### src/tbio_pkg.sv
// shared constants for the three-bit digital port
package tbio_pkg;
   localparam int          VALUE_W       = 3;
   localparam logic [2:0]  VALUE_RESET   = 3'h0;
   localparam int          OUT0_BIT      = 0;
   localparam int          OUT1_BIT      = 1;
   localparam int          SHARED_BIT    = 2;
   localparam int          SYNC_STAGES   = 2;
endpackage

### src/tbio_sync.sv
// two-stage synchroniser for the shared pin input
`timescale 1ns/1ps
`default_nettype none
module tbio_sync
   import tbio_pkg::*;
(
   // clock and reset
   input  wire logic clock,
   input  wire logic arst_n,
   // data
   input  wire logic d,
   output logic      q
);
   logic meta_q;

   always_ff @(posedge clock or negedge arst_n) begin
      if (!arst_n) begin
         meta_q <= 1'h0;
         q      <= 1'h0;
      end else begin
         meta_q <= d;
         q      <= meta_q;
      end
   end
endmodule
`default_nettype wire

### src/tbio_port.sv
// three-bit general-purpose digital port with one shared pin
`timescale 1ns/1ps
`default_nettype none
module tbio_port
   import tbio_pkg::*;
(
   // clock and reset
   input  wire logic               clock,
   input  wire logic               arst_n,
   // static configuration
   input  wire logic               digital_mode,
   // port value command and query
   input  wire logic               port_value_command,
   input  wire logic [VALUE_W-1:0] port_value_wdata,
   input  wire logic               port_value_query,
   output logic      [VALUE_W-1:0] port_value_rdata,
   output logic                    port_value_rvalid,
   // pins
   output logic                    pin1_out,
   output logic                    pin2_out,
   input  wire logic               pin3_in,
   output logic                    pin3_out,
   output logic                    pin3_oe
);
   logic [VALUE_W-1:0] value_q;
   logic               pin3_sync;

   tbio_sync u_sync (
      .clock  (clock),
      .arst_n (arst_n),
      .d      (pin3_in),
      .q      (pin3_sync)
   );

   // stored port value
   always_ff @(posedge clock or negedge arst_n) begin
      if (!arst_n) begin
         value_q <= VALUE_RESET;
      end else if (port_value_command && digital_mode) begin
         value_q <= port_value_wdata;
      end
   end

   // fixed pins and shared pin direction follow the stored value; pin3_out is held low
   always_ff @(posedge clock or negedge arst_n) begin
      if (!arst_n) begin
         pin1_out <= 1'h0;
         pin2_out <= 1'h0;
         pin3_out <= 1'h0;
         pin3_oe  <= 1'h1;
      end else begin
         pin1_out <= value_q[OUT0_BIT];
         pin2_out <= value_q[OUT1_BIT];
         pin3_out <= 1'h0;
         pin3_oe  <= ~value_q[SHARED_BIT];
      end
   end

   // query answer
   always_ff @(posedge clock or negedge arst_n) begin
      if (!arst_n) begin
         port_value_rdata  <= VALUE_RESET;
         port_value_rvalid <= 1'h0;
      end else begin
         port_value_rvalid <= port_value_query && digital_mode;
         if (port_value_query && digital_mode) begin
            port_value_rdata <= {pin3_sync, value_q[OUT1_BIT], value_q[OUT0_BIT]};
         end
      end
   end

   a_write_ignored: assert property (@(posedge clock) disable iff (!arst_n)
      !digital_mode |=> value_q == $past(value_q))
      else $error("value changed outside digital mode");

   a_write_stored: assert property (@(posedge clock) disable iff (!arst_n)
      port_value_command && digital_mode |=> value_q == $past(port_value_wdata))
      else $error("written value not stored");

   a_fixed_pins: assert property (@(posedge clock) disable iff (!arst_n)
      port_value_command && digital_mode |=> ##1
      pin1_out == $past(port_value_wdata[OUT0_BIT], 2) && pin2_out == $past(port_value_wdata[OUT1_BIT], 2))
      else $error("fixed pins do not follow value");

   a_shared_dir: assert property (@(posedge clock) disable iff (!arst_n)
      port_value_command && digital_mode && port_value_wdata >= 3'h4 |=> ##1 !pin3_oe)
      else $error("shared pin not released for input");

   a_shared_out: assert property (@(posedge clock) disable iff (!arst_n)
      port_value_command && digital_mode && port_value_wdata <= 3'h3 |=> ##1 pin3_oe && !pin3_out)
      else $error("shared pin not driven as output");

   a_query_data: assert property (@(posedge clock) disable iff (!arst_n)
      port_value_query && digital_mode |=> port_value_rvalid
      && port_value_rdata == {$past(pin3_sync), $past(value_q[1:0])})
      else $error("query data wrong");

   a_query_gated: assert property (@(posedge clock) disable iff (!arst_n)
      !(port_value_query && digital_mode) |=> !port_value_rvalid)
      else $error("answer without valid query");

   a_reset_low: assert property (@(posedge clock)
      $rose(arst_n) |-> value_q == VALUE_RESET && pin3_oe && !pin1_out && !pin2_out)
      else $error("reset state wrong");

   a_value_hold: assert property (@(posedge clock) disable iff (!arst_n)
      !port_value_command |=> value_q == $past(value_q))
      else $error("value changed without a command");

   a_value_from_write: assert property (@(posedge clock) disable iff (!arst_n)
      value_q != $past(value_q)
      |-> $past(port_value_command && digital_mode))
      else $error("value changed without accepted write");

   a_pin1_track: assert property (@(posedge clock) disable iff (!arst_n)
      1'h1 |=> pin1_out == $past(value_q[OUT0_BIT]))
      else $error("first fixed pin does not follow bit 0");

   a_pin2_track: assert property (@(posedge clock) disable iff (!arst_n)
      1'h1 |=> pin2_out == $past(value_q[OUT1_BIT]))
      else $error("second fixed pin does not follow bit 1");

   a_shared_track: assert property (@(posedge clock) disable iff (!arst_n)
      1'h1 |=> pin3_oe == !$past(value_q[SHARED_BIT]))
      else $error("shared pin direction does not follow bit 2");

   a_pins_stable: assert property (@(posedge clock) disable iff (!arst_n)
      $stable(value_q)
      |=> $stable(pin1_out) && $stable(pin2_out) && $stable(pin3_oe))
      else $error("pins moved while value held");

   a_input_mode: assert property (@(posedge clock) disable iff (!arst_n)
      value_q >= 3'h4 |=> !pin3_oe)
      else $error("values 4 to 7 do not release shared pin");

   a_output_mode: assert property (@(posedge clock) disable iff (!arst_n)
      value_q <= 3'h3 |=> pin3_oe && !pin3_out)
      else $error("values 0 to 3 do not drive shared pin");

   a_mode_pins_hold: assert property (@(posedge clock) disable iff (!arst_n)
      !digital_mode ##1 !digital_mode
      |=> $stable(pin1_out) && $stable(pin2_out) && $stable(pin3_oe))
      else $error("pins moved outside digital mode");

   a_mode_read_idle: assert property (@(posedge clock) disable iff (!arst_n)
      !digital_mode |=> $stable(port_value_rdata))
      else $error("read data moved outside digital mode");

   a_mode_no_answer: assert property (@(posedge clock) disable iff (!arst_n)
      !digital_mode |=> !port_value_rvalid)
      else $error("answer given outside digital mode");

   a_rdata_hold: assert property (@(posedge clock) disable iff (!arst_n)
      !(port_value_query && digital_mode) |=> $stable(port_value_rdata))
      else $error("read data moved without a query");

   a_query_pin: assert property (@(posedge clock) disable iff (!arst_n)
      port_value_query && digital_mode && $past(arst_n, 2)
      |=> port_value_rdata[SHARED_BIT] == $past(pin3_in, 3))
      else $error("read bit 2 is not the sampled pin level");

   a_sync_delay: assert property (@(posedge clock) disable iff (!arst_n)
      $past(arst_n, 2) |-> pin3_sync == $past(pin3_in, 2))
      else $error("shared pin sample latency wrong");

   a_sync_cleared: assert property (@(posedge clock)
      $rose(arst_n) |-> !pin3_sync)
      else $error("pin sample not cleared by reset");

   a_reset_answer: assert property (@(posedge clock)
      $rose(arst_n)
      |-> port_value_rdata == VALUE_RESET && !port_value_rvalid)
      else $error("read answer not cleared by reset");

   a_reset_shared: assert property (@(posedge clock)
      $rose(arst_n) |-> !pin3_out)
      else $error("shared pin not low after reset");

   a_chart_row0: assert property (@(posedge clock) disable iff (!arst_n)
      port_value_command && digital_mode && port_value_wdata == 3'h0
      |=> ##1 !pin1_out && !pin2_out && pin3_oe)
      else $error("chart row 0 not applied");

   a_chart_row1: assert property (@(posedge clock) disable iff (!arst_n)
      port_value_command && digital_mode && port_value_wdata == 3'h1
      |=> ##1 pin1_out && !pin2_out && pin3_oe)
      else $error("chart row 1 not applied");

   a_chart_row2: assert property (@(posedge clock) disable iff (!arst_n)
      port_value_command && digital_mode && port_value_wdata == 3'h2
      |=> ##1 !pin1_out && pin2_out && pin3_oe)
      else $error("chart row 2 not applied");

   a_chart_row3: assert property (@(posedge clock) disable iff (!arst_n)
      port_value_command && digital_mode && port_value_wdata == 3'h3
      |=> ##1 pin1_out && pin2_out && pin3_oe)
      else $error("chart row 3 not applied");

   a_chart_row4: assert property (@(posedge clock) disable iff (!arst_n)
      port_value_command && digital_mode && port_value_wdata == 3'h4
      |=> ##1 !pin1_out && !pin2_out && !pin3_oe)
      else $error("chart row 4 not applied");

   a_chart_row5: assert property (@(posedge clock) disable iff (!arst_n)
      port_value_command && digital_mode && port_value_wdata == 3'h5
      |=> ##1 pin1_out && !pin2_out && !pin3_oe)
      else $error("chart row 5 not applied");

   a_chart_row6: assert property (@(posedge clock) disable iff (!arst_n)
      port_value_command && digital_mode && port_value_wdata == 3'h6
      |=> ##1 !pin1_out && pin2_out && !pin3_oe)
      else $error("chart row 6 not applied");

   a_chart_row7: assert property (@(posedge clock) disable iff (!arst_n)
      port_value_command && digital_mode && port_value_wdata == 3'h7
      |=> ##1 pin1_out && pin2_out && !pin3_oe)
      else $error("chart row 7 not applied");
endmodule
`default_nettype wire

### config.mk
export PLATFORM = sky130hd
export DESIGN_NAME = tbio_port
export DESIGN_NICKNAME = d
export VERILOG_FILES = /design/src/tbio_pkg.sv /design/src/tbio_sync.sv /design/src/tbio_port.sv
export SDC_FILE = /design/constraint.sdc
export NUM_CORES = 1
export LEC_CHECK = 0
export BUFFER_PORTS_ARGS = -buffer_cell sky130_fd_sc_hd__buf_4
export CAP_MARGIN = 20
export CORE_UTILIZATION = 30
export DETAILED_ROUTE_END_ITERATION = 16
export MAX_ROUTING_LAYER = met4
export SLEW_MARGIN = 15
export SYNTH_ARGS = -nofsm -noshare
export SYNTH_HDL_FRONTEND = slang
export SYNTH_HIERARCHICAL = 1
export SYNTH_SLANG_ARGS = --single-unit
### constraint.sdc
create_clock -name clock -period 0.9 [get_ports clock]
set_input_delay 0.045 -clock clock [delete_from_list [all_inputs] [get_ports clock]]
set_output_delay 0.045 -clock clock [all_outputs]
set_load 0.02 [all_outputs]
==> impl_metrics.csv, run 1 <==
group,metric,value,unit
final_layout,flow.area_growth_from_synthesis,46.2,%
clocking,clkLatencyLatePin,0.26,ns
floorplan,start_util,0.338,
final_layout,ff_latch_area,302,um^2
setup_path,critical_path_class,"reg -> out",
setup_path,cp-end-kind,"primary output",
clocking,clock_transition_time_at_the_flip_flop_clock_pins_of_the_worst_setup_and_hold_paths,0.07,ns
logic_synthesis,mapped_area,395,um^2
detailed_routing,route.antenna.remaining_nets,0,
sta,timing.final.max_slew_violations,0,
setup_path,cp_slowest_stage_delay,0.53,ns
detailed_routing,detail_route.vias_per_cell,4.09,
sta,clock_skew,0.00107,ns
clocking,cts_setup_buffers,0,
placement,numPortBuffers,15,
setup_path,timing.critical_path.depth,1,
detailed_routing,dr_total_vias,237,
power,power.leakage,0.289,nW
placement,detailedPlace.worstSlack,0.110,ns
setup_path,critPathSlowestCell,"dfstp_2",
global_route,grt_overflow_total,0,
setup_path,ff2ff_path_depth,1,
sta,hold_viol_final,0,
sta,unrepaired_setup_endpoints_after_global_routing,"yes",
floorplan,die_footprint,1470,um^2
worst_hold_path,min-delay-path-class,"in -> reg",
detailed_routing,drt_drc_violations_left,0,
setup_path,critical_path.n_buffers_inverters,1,
detailed_routing,drt-total-wl,568,um
setup_path,crit_arrival,0.89,ns
final_layout,fin_nets,54,
logic_synthesis,synthesis.area_per_instance,16.5,um^2
final_layout,most-common-layout-cells,"14 x buf_4, 11 x dfrtp_1, 6 x mux2_2",
logic_synthesis,yosys_cell_types,7,
logic_synthesis,syn-num-nets,33,
worst_hold_path,hold-path-cell-count,2,
clocking,tritoncts.num_buffers,3,
sta,timing.final.crit_period,0.935,ns
power,vdd_drop_max,0.000930,V
global_route,groute.usage.overall,0.112,
setup_path,largest_delay_contributor_family_on_the_critical_path,"flip-flops",
logic_synthesis,ys_seq_elements,12,
sta,min_period_over_period,1.04,
global_route,antenna_found_initial,0,
detailed_routing,wl_per_cell,9.79,um
clocking,tritoncts_clock_tree,"done",
sta,final_setup_violation_count,1,
placement,area_after_dpl,518,um^2
floorplan,die_height,38.3,um
status,status,"complete, but fails checks",
logic_synthesis,synth_warnings,6,
setup_path,startpoint_type,"register",
final_layout,drive_above_1_share,0.591,
status,violations,"negative setup slack",
sta,fmax,1070,MHz
setup_path,cp_data_required_time,0.85,ns
final_layout,finalInstanceArea,578,um^2
clocking,clockBufferDepth,2,
final_layout,multiInputGateArea,78.8,um^2
power,power_density,2260,nW/um^2
floorplan,rows,12,
global_route,vias_in_the_first_global_route,240,
sta,postLayoutSetupSlackWorst,-0.0353,ns
run,max_cap_viol_count,0,
logic_synthesis,synth.yosys.seq_area_share,0.763,
sta,fin_worst_hold_slack,0.0168,ns
global_route,grt_max_degree,13,
setup_path,crit_chain,"buf_6",
floorplan,coreArea,1170,um^2
final_layout,num_antenna_cells,0,
final_layout,layout.cells.most_common,"buf_4",
placement,gp_congestion,0.652,
global_route,grt_first_pass_wirelength,1010,um
setup_path,critical_path.max_fanout,1,
logic_synthesis,postSynthCellCount,24,
final_layout,filler_cells,112,
floorplan,top_level_ports,17,
detailed_routing,1st_pass_router_iterations,1,
floorplan,fp.dieW,38.3,um
detailed_routing,drt_first_iter_violations,0,
clocking,cts_num_sinks,12,
clocking,clk_root_buffer_cell,"clkbuf_4",
clocking,ctsHtreeMaxLevel,1,
==> Yosys cell counts <==
cell type  number  share of area
conb_1          1         0.0095
buf_4           1          0.019
nand2_1         2          0.019
inv_1           2          0.019
mux2_2          6           0.17
dfrtp_1        11           0.70
dfstp_2         1          0.066
==> sequential cells by signal (all words and copies together) (netlist names) <==
| name | cells |
|---|---|
| pin1_out | 1 |
| pin2_out | 1 |
| pin3_oe | 1 |
| port_value_rdata | 3 |
| port_value_rvalid | 1 |
| u_sync/meta_q | 1 |
| u_sync/q | 1 |
| value_q | 3 |
==> per-layer routing <==
layer	up-vias	global-route usage	part of all wire
met5	-	-	0
met4	0	0.0536	0
met1	108	0.135	0.44
li1	116	-	-
met3	0	0.0523	0.088
met2	13	0.157	0.47
==> cell families (layout without fill, tap and decap cells) <==
family                 Yosys count  count (layout)  share of synthesized area
flip-flops                      12              12                      0.763
buffers and inverters            3              23                     0.0380
other                            1               1                    0.00948
AND/OR/NAND/NOR                  2               2                     0.0190
multiplexers                     6               6                      0.171
==> report_power, final <==
part / internal [mW] / total [mW] / switching [mW]
clock network: 0.245 / 0.398 / 0.153
logic: 0.135 / 0.254 / 0.119
registers: 0.619 / 0.656 / 0.0365
total: 0.999 / 1.31 / 0.309
==> final cells by class <==
class | count | area share
well taps | 14 | 0.0303
flip-flops and latches | 12 | 0.522
repair buffers | 17 | 0.236
clock buffers | 4 | 0.0628
inverters | 2 | 0.0130
multi-input cells | 9 | 0.136
==> timing repair <==
item                       4_1_cts  5_1_grt
gates resized for setup          1        0
pin swaps                        0        0
hold endpoints to repair        13        0
hold buffers                     2        0
setup endpoints to repair        1        1
==> through the flow <==
step | power, mW | utilization | setup TNS, ns | instances
3_5_place_dp | 0.910 | 0.442 | 0 | 52
2_1_floorplan | 0.784 | - | 0 | 24
3_3_place_gp | 0.904 | 0.442 | 0 | 52
5_1_grt | 1.39 | 0.494 | -0.0689 | 58
4_1_cts | 1.32 | 0.494 | -0.0470 | 58
6_report | 1.31 | 0.494 | -0.0353 | 58
==> worst paths after layout <==
kind / slack [ns] / endpoint / start
worst max register to register: 0.12 / value_q[1] / value_q[1]
min in group asynchronous: 0.15 / pin1_out / arst_n
worst max-delay path: -0.04 / pin3_oe / pin3_oe
worst min register to register: 0.36 / u_sync/q / u_sync/meta_q
worst min-delay path: 0.02 / value_q[2] / port_value_wdata[2]
max in group asynchronous: 0.52 / pin3_oe / arst_n
No activity file was read; power rests on OpenSTA's default activity.
==> run 2: changes to the inputs <==
--- a/config.mk
+++ b/config.mk
@@ -6,10 +6,9 @@
 export NUM_CORES = 1
 export LEC_CHECK = 0
 export BUFFER_PORTS_ARGS = -buffer_cell sky130_fd_sc_hd__buf_4
-export CAP_MARGIN = 20
+export CAP_MARGIN = 15
 export CORE_UTILIZATION = 30
 export DETAILED_ROUTE_END_ITERATION = 16
-export MAX_ROUTING_LAYER = met4
 export SLEW_MARGIN = 15
 export SYNTH_ARGS = -nofsm -noshare
 export SYNTH_HDL_FRONTEND = slang
==> constraint.sdc (replaced) <==
create_clock -name clock -period 0.9 [get_ports clock]
set_input_delay 0.045 -clock clock [delete_from_list [all_inputs] [get_ports clock]]
set_output_delay 0.045 -clock clock [all_outputs]
set_load 0.05 [all_outputs]
==> impl_metrics.csv, run 2 (synthesis gave the netlist of run 1 again) <==
group,metric,value,unit
power,power.total,1.50,mW
sta,unrepaired_setup_endpoints_after_global_routing,"yes",
placement,area_after_dpl,522,um^2
sta,timing.final.max_slew_violations,0,
floorplan,die_height,38.3,um
clocking,cts_num_sinks,12,
detailed_routing,route.antenna.remaining_nets,0,
global_route,grt_first_pass_wirelength,1080,um
detailed_routing,detail_route.vias_per_cell,4.10,
setup_path,cp-end-kind,"primary output",
power,power.leakage,0.301,nW
final_layout,flow.area_growth_from_synthesis,57.0,%
power,vdd_drop_max,0.00149,V
final_layout,most-common-layout-cells,"10 x buf_4, 8 x dfrtp_1, 6 x mux2_2",
sta,min_period_over_period,1.09,
clocking,tritoncts.num_buffers,3,
floorplan,rows,12,
setup_path,startpoint_type,"register",
run,max_cap_viol_count,0,
clocking,clock_transition_time_at_the_flip_flop_clock_pins_of_the_worst_setup_and_hold_paths,0.07,ns
detailed_routing,1st_pass_router_iterations,2,
final_layout,filler_cells,98,
setup_path,critical_path.n_buffers_inverters,1,
sta,postLayoutSetupSlackWorst,-0.0836,ns
sta,hold_viol_final,0,
setup_path,cp_data_required_time,0.85,ns
placement,gp_congestion,0.800,
setup_path,critPathSlowestCell,"dfstp_2",
clocking,ctsHtreeMaxLevel,1,
floorplan,die_footprint,1470,um^2
final_layout,drive_above_1_share,0.630,
detailed_routing,drt_drc_violations_left,0,
clocking,clockBufferDepth,2,
setup_path,timing.critical_path.depth,1,
clocking,clk_root_buffer_cell,"clkbuf_4",
detailed_routing,wl_per_cell,10.4,um
setup_path,cp_slowest_stage_delay,0.54,ns
floorplan,start_util,0.338,
global_route,antenna_found_initial,0,
setup_path,critical_path_class,"reg -> out",
floorplan,coreArea,1170,um^2
global_route,vias_in_the_first_global_route,259,
power,power_density,2410,nW/um^2
final_layout,num_antenna_cells,0,
final_layout,finalInstanceArea,621,um^2
sta,clock_skew,0.00147,ns
global_route,grt_overflow_total,0,
status,violations,"negative setup slack",
setup_path,crit_chain,"buf_8",
worst_hold_path,min-delay-path-class,"in -> reg",
final_layout,fin_nets,56,
sta,fmax,1020,MHz
floorplan,fp.dieW,38.3,um
setup_path,crit_arrival,0.94,ns
clocking,tritoncts_clock_tree,"done",
setup_path,ff2ff_path_depth,1,
final_layout,top_regs,"port_value_rdata x3, value_q x3",
clocking,cts_setup_buffers,0,
setup_path,largest_delay_contributor_family_on_the_critical_path,"flip-flops",
clocking,clkLatencyLatePin,0.26,ns
sta,timing.final.crit_period,0.984,ns
setup_path,worst-r2r-setup-slack,0.12,ns
placement,detailedPlace.worstSlack,0.114,ns
setup_path,critical_path.max_fanout,1,
worst_hold_path,hold-path-cell-count,2,
final_layout,layout.cells.most_common,"buf_4",
global_route,groute.usage.overall,0.119,
global_route,grt_max_degree,13,
detailed_routing,dr_total_vias,246,
floorplan,top_level_ports,17,
sta,final_setup_violation_count,1,
detailed_routing,drt-total-wl,621,um
status,status,"complete, but fails checks",
placement,numPortBuffers,15,
detailed_routing,drt_first_iter_violations,1,
## run 2: changes by cell type in the layout (fill, tap and decap cells not counted), sizes merged
cell	previous run	this run
dlygate4sd3	2	4
## run 2: worst paths after layout
path                                 end                start
max                              pin3_oe              pin3_oe
min                           value_q[0]  port_value_wdata[0]
max reg2reg                   value_q[1]           value_q[1]
min reg2reg                     u_sync/q        u_sync/meta_q
max in group asynchronous        pin3_oe               arst_n
min in group asynchronous  u_sync/meta_q               arst_n
## run 2: stage by stage
stage                     TNS (ns)  std cells  hold WS [ns]   util
after floorplan            -0.0129         24        -0.251      -
after global placement           0         52        -0.115  0.446
after detailed placement         0         52        -0.112  0.446
after CTS                  -0.0971         58      0.000148  0.506
after global routing        -0.142         60        0.0205  0.530
final                      -0.0836         60        0.0228  0.530
## run 2: layer usage
layer	track usage	vias to the layer above	part of all wire
met3	0.0698	2	0.087
met2	0.174	15	0.47
met5	0	-	0
met1	0.138	112	0.44
li1	-	117	-
met4	0.0536	0	0.0097
## run 2: power breakdown
part	internal (mW)	switching [mW]	total, mW
Combinational	0.170	0.247	0.417
Clock	0.246	0.166	0.412
Sequential	0.624	0.0429	0.667
## run 2: timing repair
| item | 4_1_cts | 5_1_grt |
|---|---|---|
| gates resized for setup | 4 | 2 |
| hold buffers | 2 | 2 |
| setup endpoints to repair | 4 | 5 |
| hold endpoints to repair | 13 | 2 |
## run 2: area by class of cell
type                    count  area [um^2]  share of cell area
well taps                  14         17.5              0.0282
repair buffers             19          175               0.282
multi-input cells           9         78.8               0.127
inverters                   2         7.51              0.0121
clock buffers               4         36.3              0.0585
flip-flops and latches     12          305               0.492
